$ cat config.mk
export PLATFORM = sky130hd
export DESIGN_NAME = ffd_decoder
export DESIGN_NICKNAME = d
export VERILOG_FILES = /design/src/verilog/ffd_pkg.sv /design/src/verilog/ffd_decoder.sv
export SDC_FILE = /design/constraint.sdc
export NUM_CORES = 1
export LEC_CHECK = 0
export ABC_CLOCK_PERIOD_IN_PS = 2570
export BUFFER_PORTS_ARGS = -buffer_cell sky130_fd_sc_hd__buf_2
export CAP_MARGIN = 20
export CORE_AREA = 3 3 157 159
export CTS_CLUSTER_DIAMETER = 50
export CTS_CLUSTER_SIZE = 10
export DETAILED_ROUTE_END_ITERATION = 6
export DIE_AREA = 0 0 160 162
export PLACE_DENSITY = 0.6
export SYNTH_ARGS = -nofsm -noshare
export SYNTH_HDL_FRONTEND = slang
export SYNTH_SLANG_ARGS = --single-unit
$ cat constraint.sdc
create_clock -name clock_i -period 2.57 [get_ports clock_i]
set_input_delay 0.3855 -clock clock_i [delete_from_list [all_inputs] [get_ports clock_i]]
set_output_delay 0.3855 -clock clock_i [all_outputs]
set_load 0.1 [all_outputs]
$ cat src/verilog/ffd_pkg.sv
// Package for the floating-point format decoder: layouts, classes, types
// Notes on behaviour
// - 64-bit: sign 63, exponent 62:52, fraction 51:0; normal is 2^(e-1023)*1.f
// - 64-bit: all-ones exponent is NaN or signed infinity; zero exponent denormal/zero
// - 32-bit: sign 31, exponent 30:23, fraction 22:0; normal is 2^(e-127)*1.f
// - 32-bit: exponent 255 NaN or infinity; exponent 0 gives 2^-126*0.f or zero
// - 16-bit: exponent 31 NaN or infinity; exponent 0 gives 2^-14*0.f or zero
// - Narrowing 32-bit to 16-bit rounds to nearest, ties to even
// - Narrowing: exponent 143 up gives infinity, except 255 with nonzero fraction gives NaN; 113 gives 1, below denormal
// - Unsigned 11-bit: exponent 10:6, fraction 5:0, no sign
// - Unsigned 10-bit: exponent 9:5, fraction 4:0, no sign
// - Unsigned small: 31 NaN or +infinity, normal 2^(e-15)*1.f, 0 denormal
// - Shared word: exponent 31:27, blue 26:18, green 17:9, red 8:0
// - Shared channels are 0.f*2^(e-15); only zero and positive values
package ffd_pkg;

    localparam int F64_SIGN = 63;
    localparam int F64_EXP_HI = 62;
    localparam int F64_EXP_LO = 52;
    localparam int F64_FRAC_W = 52;
    localparam logic [11:0] F64_BIAS = 12'h3ff;
    localparam logic [10:0] F64_EXP_MAX = 11'h7ff;

    localparam int F32_SIGN = 31;
    localparam int F32_EXP_HI = 30;
    localparam int F32_EXP_LO = 23;
    localparam int F32_FRAC_W = 23;
    localparam logic [11:0] F32_BIAS = 12'h07f;
    localparam logic [10:0] F32_EXP_MAX = 11'h0ff;

    localparam int F16_SIGN = 15;
    localparam int F16_EXP_HI = 14;
    localparam int F16_EXP_LO = 10;
    localparam int F16_FRAC_W = 10;
    localparam logic [11:0] F16_BIAS = 12'h00f;
    localparam logic [10:0] F16_EXP_MAX = 11'h01f;

    localparam int U11_EXP_HI = 10;
    localparam int U11_EXP_LO = 6;
    localparam int U11_FRAC_W = 6;
    localparam int U10_EXP_HI = 9;
    localparam int U10_EXP_LO = 5;
    localparam int U10_FRAC_W = 5;

    localparam int SHX_EXP_HI = 31;
    localparam int SHX_EXP_LO = 27;
    localparam int SHX_FRAC_W = 9;
    localparam int SHX_CHANNELS = 3;

    localparam logic [7:0] NAR_INF_EXP = 8'h8f;
    localparam logic [7:0] NAR_MIN_EXP = 8'h71;
    localparam logic [7:0] NAR_EXP_OFS = 8'h70;
    localparam logic [7:0] NAR_DEN_BASE = 8'h7e;
    localparam logic [7:0] NAR_SHIFT_CAP = 8'h19;

    typedef enum logic [2:0] {
        FMT_F64 = 3'b000,
        FMT_F32 = 3'b001,
        FMT_F16 = 3'b010,
        FMT_U11 = 3'b011,
        FMT_U10 = 3'b100,
        FMT_SHX = 3'b101
    } ffd_fmt_t;

    typedef enum logic [2:0] {
        CLS_ZERO   = 3'b000,
        CLS_DENORM = 3'b001,
        CLS_NORMAL = 3'b010,
        CLS_INF    = 3'b011,
        CLS_NAN    = 3'b100
    } ffd_cls_t;

    typedef struct packed {
        ffd_cls_t           cls;
        logic               sign;
        logic signed [11:0] exp;
        logic [52:0]        sig;
    } ffd_dec_t;

    typedef struct packed {
        logic signed [5:0] exp;
        logic [2:0]        zero;
        logic [8:0]        blue;
        logic [8:0]        green;
        logic [8:0]        red;
    } ffd_rgb_t;

    localparam ffd_dec_t DEC_RESET = '0;
    localparam ffd_rgb_t RGB_RESET = '0;

endpackage
$ cat src/verilog/ffd_decoder.sv
// One-stage decoder of the stored floating-point formats and 32-to-16 narrowing
`timescale 1ns/1ps
module ffd_decoder (
    input  wire logic              clock_i,
    input  wire logic              resetn_i,
    input  wire logic              in_valid_i,
    input  wire ffd_pkg::ffd_fmt_t in_format_i,
    input  wire logic [63:0]       in_word_i,
    output logic                   out_valid_o,
    output ffd_pkg::ffd_fmt_t      out_format_o,
    output ffd_pkg::ffd_dec_t      out_dec_o,
    output ffd_pkg::ffd_rgb_t      out_rgb_o,
    output logic [15:0]            out_half_o
);
    import ffd_pkg::*;

    // Generic classifier; fraction arrives left aligned in 52 bits
    function automatic ffd_dec_t classify(
        input logic        s,
        input logic [10:0] e,
        input logic [10:0] emax,
        input logic [51:0] f,
        input logic [11:0] bias
    );
        ffd_dec_t d;
        d.sign = s;
        d.exp  = 12'sh000;
        d.sig  = {1'b0, f};
        if (e == emax) begin
            d.cls = (f != 52'h0) ? CLS_NAN : CLS_INF;
        end else if (e != 11'h000) begin
            d.cls = CLS_NORMAL;
            d.exp = $signed({1'b0, e} - bias);
            d.sig = {1'b1, f};
        end else if (f != 52'h0) begin
            d.cls = CLS_DENORM;
            d.exp = $signed(12'h001 - bias);
        end else begin
            d.cls = CLS_ZERO;
        end
        return d;
    endfunction

    ffd_dec_t   next_dec;
    ffd_rgb_t   next_rgb;
    logic [15:0] next_half;

    // Format decode
    always_comb begin
        next_dec = DEC_RESET;
        case (in_format_i)
            FMT_F64: begin
                next_dec = classify(in_word_i[F64_SIGN],
                    in_word_i[F64_EXP_HI:F64_EXP_LO], F64_EXP_MAX,
                    in_word_i[F64_FRAC_W-1:0], F64_BIAS);
            end
            FMT_F32: begin
                next_dec = classify(in_word_i[F32_SIGN],
                    {3'b000, in_word_i[F32_EXP_HI:F32_EXP_LO]}, F32_EXP_MAX,
                    {in_word_i[F32_FRAC_W-1:0], 29'h0},
                    F32_BIAS);
            end
            FMT_F16: begin
                next_dec = classify(in_word_i[F16_SIGN],
                    {6'h00, in_word_i[F16_EXP_HI:F16_EXP_LO]}, F16_EXP_MAX,
                    {in_word_i[F16_FRAC_W-1:0], 42'h0},
                    F16_BIAS);
            end
            FMT_U11: begin
                next_dec = classify(1'b0,
                    {6'h00, in_word_i[U11_EXP_HI:U11_EXP_LO]}, F16_EXP_MAX,
                    {in_word_i[U11_FRAC_W-1:0], 46'h0},
                    F16_BIAS);
            end
            FMT_U10: begin
                next_dec = classify(1'b0,
                    {6'h00, in_word_i[U10_EXP_HI:U10_EXP_LO]}, F16_EXP_MAX,
                    {in_word_i[U10_FRAC_W-1:0], 47'h0},
                    F16_BIAS);
            end
            FMT_SHX: begin
                next_dec.cls = CLS_ZERO;
            end
            default: begin
                next_dec = DEC_RESET;
            end
        endcase
    end

    // Shared-exponent channels, each 0.f scaled by 2^(e-15)
    logic [SHX_FRAC_W-1:0] shx_frac [SHX_CHANNELS];
    logic [SHX_CHANNELS-1:0] shx_zero;

    genvar ch;
    generate
        for (ch = 0; ch < SHX_CHANNELS; ch++) begin : g_shx
            assign shx_frac[ch] =
                in_word_i[ch*SHX_FRAC_W +: SHX_FRAC_W];
            assign shx_zero[ch] =
                (shx_frac[ch] == '0);
        end
    endgenerate

    always_comb begin
        next_rgb       = RGB_RESET;
        next_rgb.exp   = $signed({1'b0, in_word_i[SHX_EXP_HI:SHX_EXP_LO]})
                       - 6'sd15;
        next_rgb.zero  = shx_zero;
        next_rgb.red   = shx_frac[0];
        next_rgb.green = shx_frac[1];
        next_rgb.blue  = shx_frac[2];
    end

    // Narrowing of the low 32 bits to the 16-bit format
    logic        nar_s;
    logic [7:0]  nar_e;
    logic [22:0] nar_f;
    logic [7:0]  nar_sh;
    logic [47:0] nar_ext;
    logic [14:0] nar_base;
    logic        nar_guard;
    logic        nar_sticky;
    logic        nar_up;
    logic [14:0] nar_mag;

    assign nar_s = in_word_i[F32_SIGN];
    assign nar_e = in_word_i[F32_EXP_HI:F32_EXP_LO];
    assign nar_f = in_word_i[F32_FRAC_W-1:0];

    always_comb begin
        nar_sh = NAR_DEN_BASE - nar_e;
        if (nar_sh > NAR_SHIFT_CAP) begin
            nar_sh = NAR_SHIFT_CAP;
        end
        nar_ext = {(nar_e != 8'h00), nar_f, 24'h0} >> nar_sh;
    end

    always_comb begin
        if (nar_e >= NAR_MIN_EXP) begin
            nar_base   = {5'(nar_e - NAR_EXP_OFS), nar_f[22:13]};
            nar_guard  = nar_f[12];
            nar_sticky = |nar_f[11:0];
        end else begin
            nar_base   = {5'h00, nar_ext[33:24]};
            nar_guard  = nar_ext[23];
            nar_sticky = |nar_ext[22:0];
        end
        nar_up  = nar_guard & (nar_sticky | nar_base[0]);
        nar_mag = nar_base + {14'h0, nar_up};
    end

    always_comb begin
        if (nar_e == F32_EXP_MAX[7:0] && nar_f != 23'h0) begin
            next_half = {nar_s, F16_EXP_MAX[4:0], 1'b1,
                         nar_f[22:14]};
        end else if (nar_e >= NAR_INF_EXP) begin
            next_half = {nar_s, F16_EXP_MAX[4:0], 10'h000};
        end else begin
            next_half = {nar_s, nar_mag};
        end
    end

    // Output registers
    always_ff @(posedge clock_i or negedge resetn_i) begin
        if (!resetn_i) begin
            out_valid_o  <= 1'b0;
            out_format_o <= FMT_F64;
        end else begin
            out_valid_o  <= in_valid_i;
            out_format_o <= in_format_i;
        end
    end

    always_ff @(posedge clock_i or negedge resetn_i) begin
        if (!resetn_i) begin
            out_dec_o <= DEC_RESET;
        end else if (in_valid_i) begin
            out_dec_o <= next_dec;
        end
    end

    always_ff @(posedge clock_i or negedge resetn_i) begin
        if (!resetn_i) begin
            out_rgb_o <= RGB_RESET;
        end else if (in_valid_i && in_format_i == FMT_SHX) begin
            out_rgb_o <= next_rgb;
        end
    end

    always_ff @(posedge clock_i or negedge resetn_i) begin
        if (!resetn_i) begin
            out_half_o <= 16'h0000;
        end else if (in_valid_i && in_format_i == FMT_F32) begin
            out_half_o <= next_half;
        end
    end

endmodule

==> impl_metrics.json, run 1 <==
{
  "grt_usage_pct": 35.2,
  "clockBufferDepth": 2,
  "critPathTopFamily": "simple AND/OR/NAND/NOR gates",
  "ant_nets": 0,
  "layout-drive-gt1-share_pct": 45.7,
  "dpl_cell_area_um2": 13000,
  "r2r-start": "out_half_o[14]$_DFFE_PN0P_",
  "core_um2": 23400,
  "power-per-cell-area_nw_per_um2": 601,
  "clock_skew_ps": 0,
  "grt_max_degree": 101,
  "synthCells": 1143,
  "seq_area_um2": 3130,
  "slowest_stage": "or4_4",
  "portBuffers": 194,
  "grt_overflow": 0,
  "synth-edff-count": 0,
  "p_leak_nw": 6.68,
  "gp_congestion": 1.01,
  "crit_fanout": 7,
  "fmax_mhz": 297,
  "h-tree-depth": 4,
  "crit_chain": "buf_8 -> buf_6 -> and4_4 -> a21oi_2 -> buf_4 -> o2111a_2 -> a31o_2 -> a21oi_1 -> or4_4 -> a211oi_4 -> and2_4 -> ha_4 -> nand2_4 -> nor3_4 -> mux2_4 -> nor3_2",
  "worstHoldPathType": "in -> reg",
  "ys_seq_elements": 125,
  "critPathArrivalTime_ps": 3710,
  "first_pass_iters": 5,
  "min_period_ps": 3360,
  "dpl.cell_count": 1868,
  "async_reset_ff_share_pct": 100,
  "drt_iter0_drc": 1129,
  "wl_per_cell_um": 24.1,
  "cp_num_buf_inv": 3,
  "cts_tree": "built",
  "worst_pin_slew_ps": 747,
  "setup_violations": 15,
  "die_w_um": 160,
  "criticalPathCategory": "in -> reg",
  "synthesis.area_um2": 9500,
  "startpoint": "in_word_i[24]",
  "vdd_drop_max_mv": 0.507,
  "multi_input_area_um2": 6470,
  "cts.reportedPaths.clkPinSlew_ps": 70,
  "rsz0062_at_grt": "true",
  "clkLatencyLatePin_ps": 420,
  "die_h_um": 162,
  "violations": "negative setup slack",
  "grt_pass1_vias": 11000,
  "postSynthAreaPerCell_um2": 8.31,
  "syn_to_final_growth_pct": 54.7,
  "post-route-drc-count": 0,
  "status": "finished with violations",
  "timing.hold.ws_ps": 264,
  "layout_setup_ws_ps": -794,
  "synth_cell_type_count": 103,
  "ys_seq_area_share_pct": 32.9,
  "finalNetCount": 1688,
  "place_hpwl_um": 36000,
  "die_area_um2": 25900,
  "vias": 11300,
  "antenna_found_initial": 1,
  "io_pins": 195,
  "finalCritPeriodShare_pct": 131,
  "final_area_um2": 14700,
  "relSlewSlack_pct": 50.1,
  "worstPathRequired_ps": 2920,
  "clkSinkCount": 125,
  "critPathMaxStageDelay_ps": 530,
  "synth_fp_nets": 1234,
  "grt_pass1_wl_um": 69800,
  "drt_wl_total_um": 46600,
  "finalHoldViolCount": 0,
  "start_kind": "primary input",
  "via_per_inst": 5.87,
  "drv_cap": 0,
  "final_cells": 1929,
  "maxSlewViolCount": 0,
  "root_buffer": "clkbuf_16",
  "cts_made_buffers": 17,
  "critPathCaptureType": "flop",
  "placementRows": 56,
  "start_util_pct": 40.6,
  "antenna_cells": 0,
  "hold_start": "in_word_i[33]",
  "utilization_pct": 62.8,
  "synth_ff_type": "dfrtp_1",
  "fillers": 2122,
  "synth_warnings": 0
}
==> final timing paths <==
path,depth (start not counted),slack (ps),end
max,16,-790,out_half_o[12]$_DFFE_PN0P_
min reg2reg,2,480,out_rgb_o[29]$_DFFE_PN0P_
min,3,260,out_dec_o[33]$_DFFE_PN0P_
max reg2reg,3,1260,out_half_o[14]$_DFFE_PN0P_
min in group asynchronous,2,480,out_dec_o[2]$_DFFE_PN0P_
max in group asynchronous,3,1330,out_dec_o[9]$_DFFE_PN0P_
==> repair_timing <==
| item | CTS | global route |
|---|---|---|
| pin swaps | 28 | 37 |
| endpoints found under the setup margin | 15 | 25 |
| hold buffers | 1 | 0 |
| hold endpoints to repair | 55 | 0 |
| buffers inserted | 25 | 5 |
| resized for setup | 97 | 56 |
==> kinds of logic after synthesis <==
kind of cell	after synthesis	synth area share, %
buffers and inverters	181	7.97
adder cells (fa/ha/maj)	21	2.77
AND/OR/NAND/NOR	361	19.8
multiplexers	48	5.65
flip-flops	125	32.9
XOR/XNOR	36	3.60
AO/OA/AOI/OAI	371	27.3
==> where the power goes <==
part | total (mW) | switching, mW | internal, mW
sequential | 2.31 | 0.117 | 2.19
combinational | 4.00 | 2.95 | 1.05
clock | 2.52 | 1.21 | 1.31
total | 8.83 | 4.28 | 4.55
==> worst min-delay path, cell delays in order <==
cell,delay (ps)
buf_2,90
a22oi_1,60
o22ai_1,100
==> per-layer routing <==
| metal | routed length, um | GRT usage [%] | share of wire (%) |
|---|---|---|---|
| met1 | 19900 | 48.7 | 43 |
| met2 | 21200 | 56.1 | 46 |
| met3 | 3730 | 5.53 | 8.0 |
| met4 | 1680 | 12.6 | 3.6 |
| met5 | 10 | 0 | 0.021 |
==> state kept, by name (all words and copies together) (netlist names) <==
register      cells
out_dec_o        69
out_format_o      3
out_half_o       16
out_rgb_o        36
out_valid_o       1
==> metrics by stage <==
| stage | worst slack [ps] | power (mW) | TNS [ps] |
|---|---|---|---|
| finish | -794 | 8.83 | -9470 |
| global route | -870 | 9.10 | -10740 |
| CTS | -723 | 8.75 | -8020 |
| detailed placement | -1380 | 6.10 | -23070 |
| global placement | -1410 | 6.09 | -23350 |
| floorplan | -1020 | 4.92 | -11820 |
==> placed cells by master (no fill, tap or decap), drive strengths merged, types with 8 or more instances in the layout <==
cell type | synthesis | routed
buf | 34 | 524
nor3 | 35 | 35
xor2 | 9 | 9
a22oi | 16 | 16
ha | 21 | 21
o21ai | 101 | 101
a211oi | 15 | 15
a21oi | 65 | 65
nand2 | 89 | 89
a221oi | 18 | 18
nand3 | 68 | 68
o31ai | 8 | 8
a31oi | 15 | 15
clkbuf | 56 | 17
mux2 | 22 | 22
nor2 | 79 | 79
xnor2 | 27 | 27
nor4 | 17 | 17
or3 | 10 | 10
mux2i | 24 | 24
dfrtp | 125 | 125
o22ai | 53 | 53
inv | 91 | 99
o211ai | 10 | 10
and3 | 16 | 16
nand4 | 14 | 14
==> Yosys cell counts, types with 4 or more instances <==
| library cell | n | area, um^2 |
|---|---|---|
| a211oi_1 | 12 | 90.1 |
| o211a_1 | 5 | 50.1 |
| mux2i_1 | 24 | 240 |
| or3_1 | 10 | 62.6 |
| a31oi_1 | 14 | 87.6 |
| nand4_1 | 11 | 68.8 |
| buf_2 | 14 | 70.1 |
| a22o_1 | 5 | 43.8 |
| nand2b_1 | 5 | 31.3 |
| nor3_1 | 30 | 150 |
| o31ai_1 | 6 | 45.0 |
| ha_1 | 21 | 263 |
| xor2_1 | 9 | 78.8 |
| and2_1 | 4 | 25.0 |
| o22ai_1 | 53 | 332 |
| o32ai_1 | 4 | 35.0 |
| dfrtp_1 | 125 | 3130 |
| nor2b_1 | 4 | 25.0 |
| o21a_1 | 4 | 30.0 |
| and3_1 | 15 | 93.8 |
| a221oi_1 | 15 | 131 |
| buf_1 | 7 | 26.3 |
| o211ai_1 | 10 | 75.1 |
| inv_1 | 89 | 334 |
| mux2_2 | 21 | 236 |
| o21ai_1 | 8 | 40.0 |
| nor4_1 | 14 | 87.6 |
| nand3_1 | 65 | 325 |
| a22oi_1 | 15 | 113 |
| nand2_1 | 87 | 327 |
| nor2_1 | 78 | 293 |
| clkbuf_1 | 56 | 210 |
| a21oi_1 | 62 | 310 |
| buf_4 | 10 | 75.1 |
| o21ai_0 | 91 | 455 |
| xnor2_1 | 25 | 219 |
==> layout make-up <==
cell class                      count  area share, %
Clock inverter                     15           1.14
Inverter                           91           2.37
Tap cell                          319           2.72
Sequential cell                   125           21.3
Multi-Input combinational cell    837           44.0
Timing Repair Buffer              525           25.6
Clock buffer                       17           2.90
No activity file was read; power rests on OpenSTA's default activity.
==> run 2, diff against run 1 <==
- REMOVE_ABC_BUFFERS: default -> 1
==> run 2 against run 1 <==
The run still ends with negative setup slack left. Power increased by 0.78%. Setup slack improved by 210 ps. Sequential share of layout area decreased by 0.97 points. Critical path type unchanged.
==> impl_metrics.json, run 2 (synthesis results as in run 1) <==
{
  "status": "finished with violations",
  "violations": "negative setup slack",
  "grt_pass1_vias": 11500,
  "die_h_um": 162,
  "critPathMaxStageDelay_ps": 360,
  "relSlewSlack_pct": 44.9,
  "reg_top3": "out_dec_o x69, out_rgb_o x36, out_half_o x16",
  "grt_overflow": 0,
  "cts_tree": "built",
  "start_kind": "primary input",
  "fmax_mhz": 317,
  "rsz0062_at_grt": "true",
  "die_w_um": 160,
  "antenna_cells": 0,
  "syn_to_final_growth_pct": 62.0,
  "placementRows": 56,
  "clock_skew_ps": 0,
  "crit_chain": "buf_12 -> ha_4 -> and4_4 -> mux2i_4 -> a21oi_4 -> buf_12 -> buf_6 -> buf_4 -> nand3_2 -> buf_4 -> a31oi_2 -> a21oi_1 -> a21oi_2 -> buf_4 -> nand4_4 -> nor4_4 -> xnor2_1 -> a21oi_1",
  "drt_iter0_drc": 1079,
  "finalPower_mw": 8.90,
  "portBuffers": 194,
  "layout_common_cells": "346 x buf_4, 186 x buf_2, 125 x dfrtp_1",
  "crit_fanout": 6,
  "antenna_found_initial": 0,
  "worstHoldPathType": "in -> reg",
  "final_area_um2": 15400,
  "start_util_pct": 40.6,
  "layout_setup_ws_ps": -584,
  "finalCritPeriodShare_pct": 123,
  "vias": 11500,
  "ant_nets": 0,
  "critPathCaptureType": "flop",
  "wl_per_cell_um": 22.5,
  "worst_pin_slew_ps": 822,
  "min_period_ps": 3150,
  "maxSlewViolCount": 0,
  "grt_max_degree": 66,
  "first_pass_iters": 5,
  "criticalPathCategory": "in -> reg",
  "layout-drive-gt1-share_pct": 49.0,
  "slowest_stage": "nor4_4",
  "regMostFlops": "out_dec_o",
  "cts.reportedPaths.clkPinSlew_ps": 70,
  "die_area_um2": 25900,
  "post-route-drc-count": 0,
  "clkLatencyLatePin_ps": 420,
  "h-tree-depth": 4,
  "grt_usage_pct": 33.7,
  "gp_congestion": 1.01,
  "clockBufferDepth": 2,
  "finalHoldViolCount": 0,
  "clkSinkCount": 125,
  "largest_reg_flops": 69,
  "root_buffer": "clkbuf_16",
  "tns_ps": -7820,
  "cp_common_cell": "buf_4",
  "critPathArrivalTime_ps": 3470,
  "core_um2": 23400,
  "grt_pass1_wl_um": 68200,
  "dpl_cell_area_um2": 12900,
  "finalNetCount": 1750,
  "power-per-cell-area_nw_per_um2": 578,
  "cts_made_buffers": 17,
  "setup_violations": 15,
  "vdd_drop_max_mv": 0.379,
  "place_hpwl_um": 33000,
  "p_leak_nw": 7.07,
  "final_common_cell": "buf_4",
  "via_per_inst": 5.80,
  "worstPathRequired_ps": 2890,
  "drv_cap": 0,
  "io_pins": 195,
  "drt_wl_total_um": 44700
}
[run 2: timing repair]
action,CTS,global route
hold buffers,1,0
endpoints found under the setup margin,16,22
cloned,3,0
endpoints found under the hold margin,32,0
resized for setup,195,49
pin swaps,88,43
setup buffers,67,11
[run 2: layout make-up]
type	instances	area (um^2)
clock inverter	14	155
tap	319	399
fill	2030	8010
timing repair buffer	585	4280
inverter	91	352
clock buffer	18	429
sequential	125	3130
multi-input combinational	839	6650
[run 2: metal layers]
metal | vias up | routed length [um] | track usage (%)
li1 | 5245 | - | -
met1 | 5624 | 18600 | 44.6
met2 | 552 | 21000 | 56.0
met3 | 125 | 3390 | 5.46
met4 | 0 | 1740 | 12.4
met5 | - | 0 | 0
[run 2: metrics by stage]
stage | hold WS, ps | setup WS, ps | util [%] | std cells
final | 249 | -584 | 65.8 | 1991
after global routing | 245 | -699 | 65.8 | 1991
after CTS | 240 | -512 | 64.3 | 1980
after detailed placement | 296 | -1360 | 55.2 | 1882
after global placement | 290 | -1330 | 55.2 | 1882
after floorplan | 89.9 | -1570 | - | 1053
[run 2: report_power, final]
group / internal, mW / leakage [nW] / switching [mW] / total (mW)
Sequential: 2.19 / 1.62 / 0.113 / 2.30
Clock: 1.45 / 0.282 / 1.06 / 2.51
Combinational: 1.14 / 5.16 / 2.95 / 4.09
Total: 4.78 / 7.07 / 4.12 / 8.90
[run 2: final timing paths]
path,slack (ps),cells past startpoint,to,startpoint
setup reg to reg,1320,3,out_half_o[14]$_DFFE_PN0P_,out_half_o[14]$_DFFE_PN0P_
max in group asynchronous,1450,3,out_half_o[3]$_DFFE_PN0P_,resetn_i
setup / recovery,-580,18,out_half_o[11]$_DFFE_PN0P_,in_word_i[23]
min in group asynchronous,410,2,out_valid_o$_DFF_PN0_,resetn_i
hold reg to reg,480,2,out_half_o[15]$_DFFE_PN0P_,out_half_o[15]$_DFFE_PN0P_
hold / removal,250,3,out_dec_o[41]$_DFFE_PN0P_,in_word_i[41]
[run 2: critical path: cells and delay by family]
family / cells / cell delay [ps]
xor+xnor: 1 / 150
buf+inv: 6 / 830
compound gates: 5 / 840
simple gates: 4 / 910
fa+ha+maj: 1 / 160
mux: 1 / 200
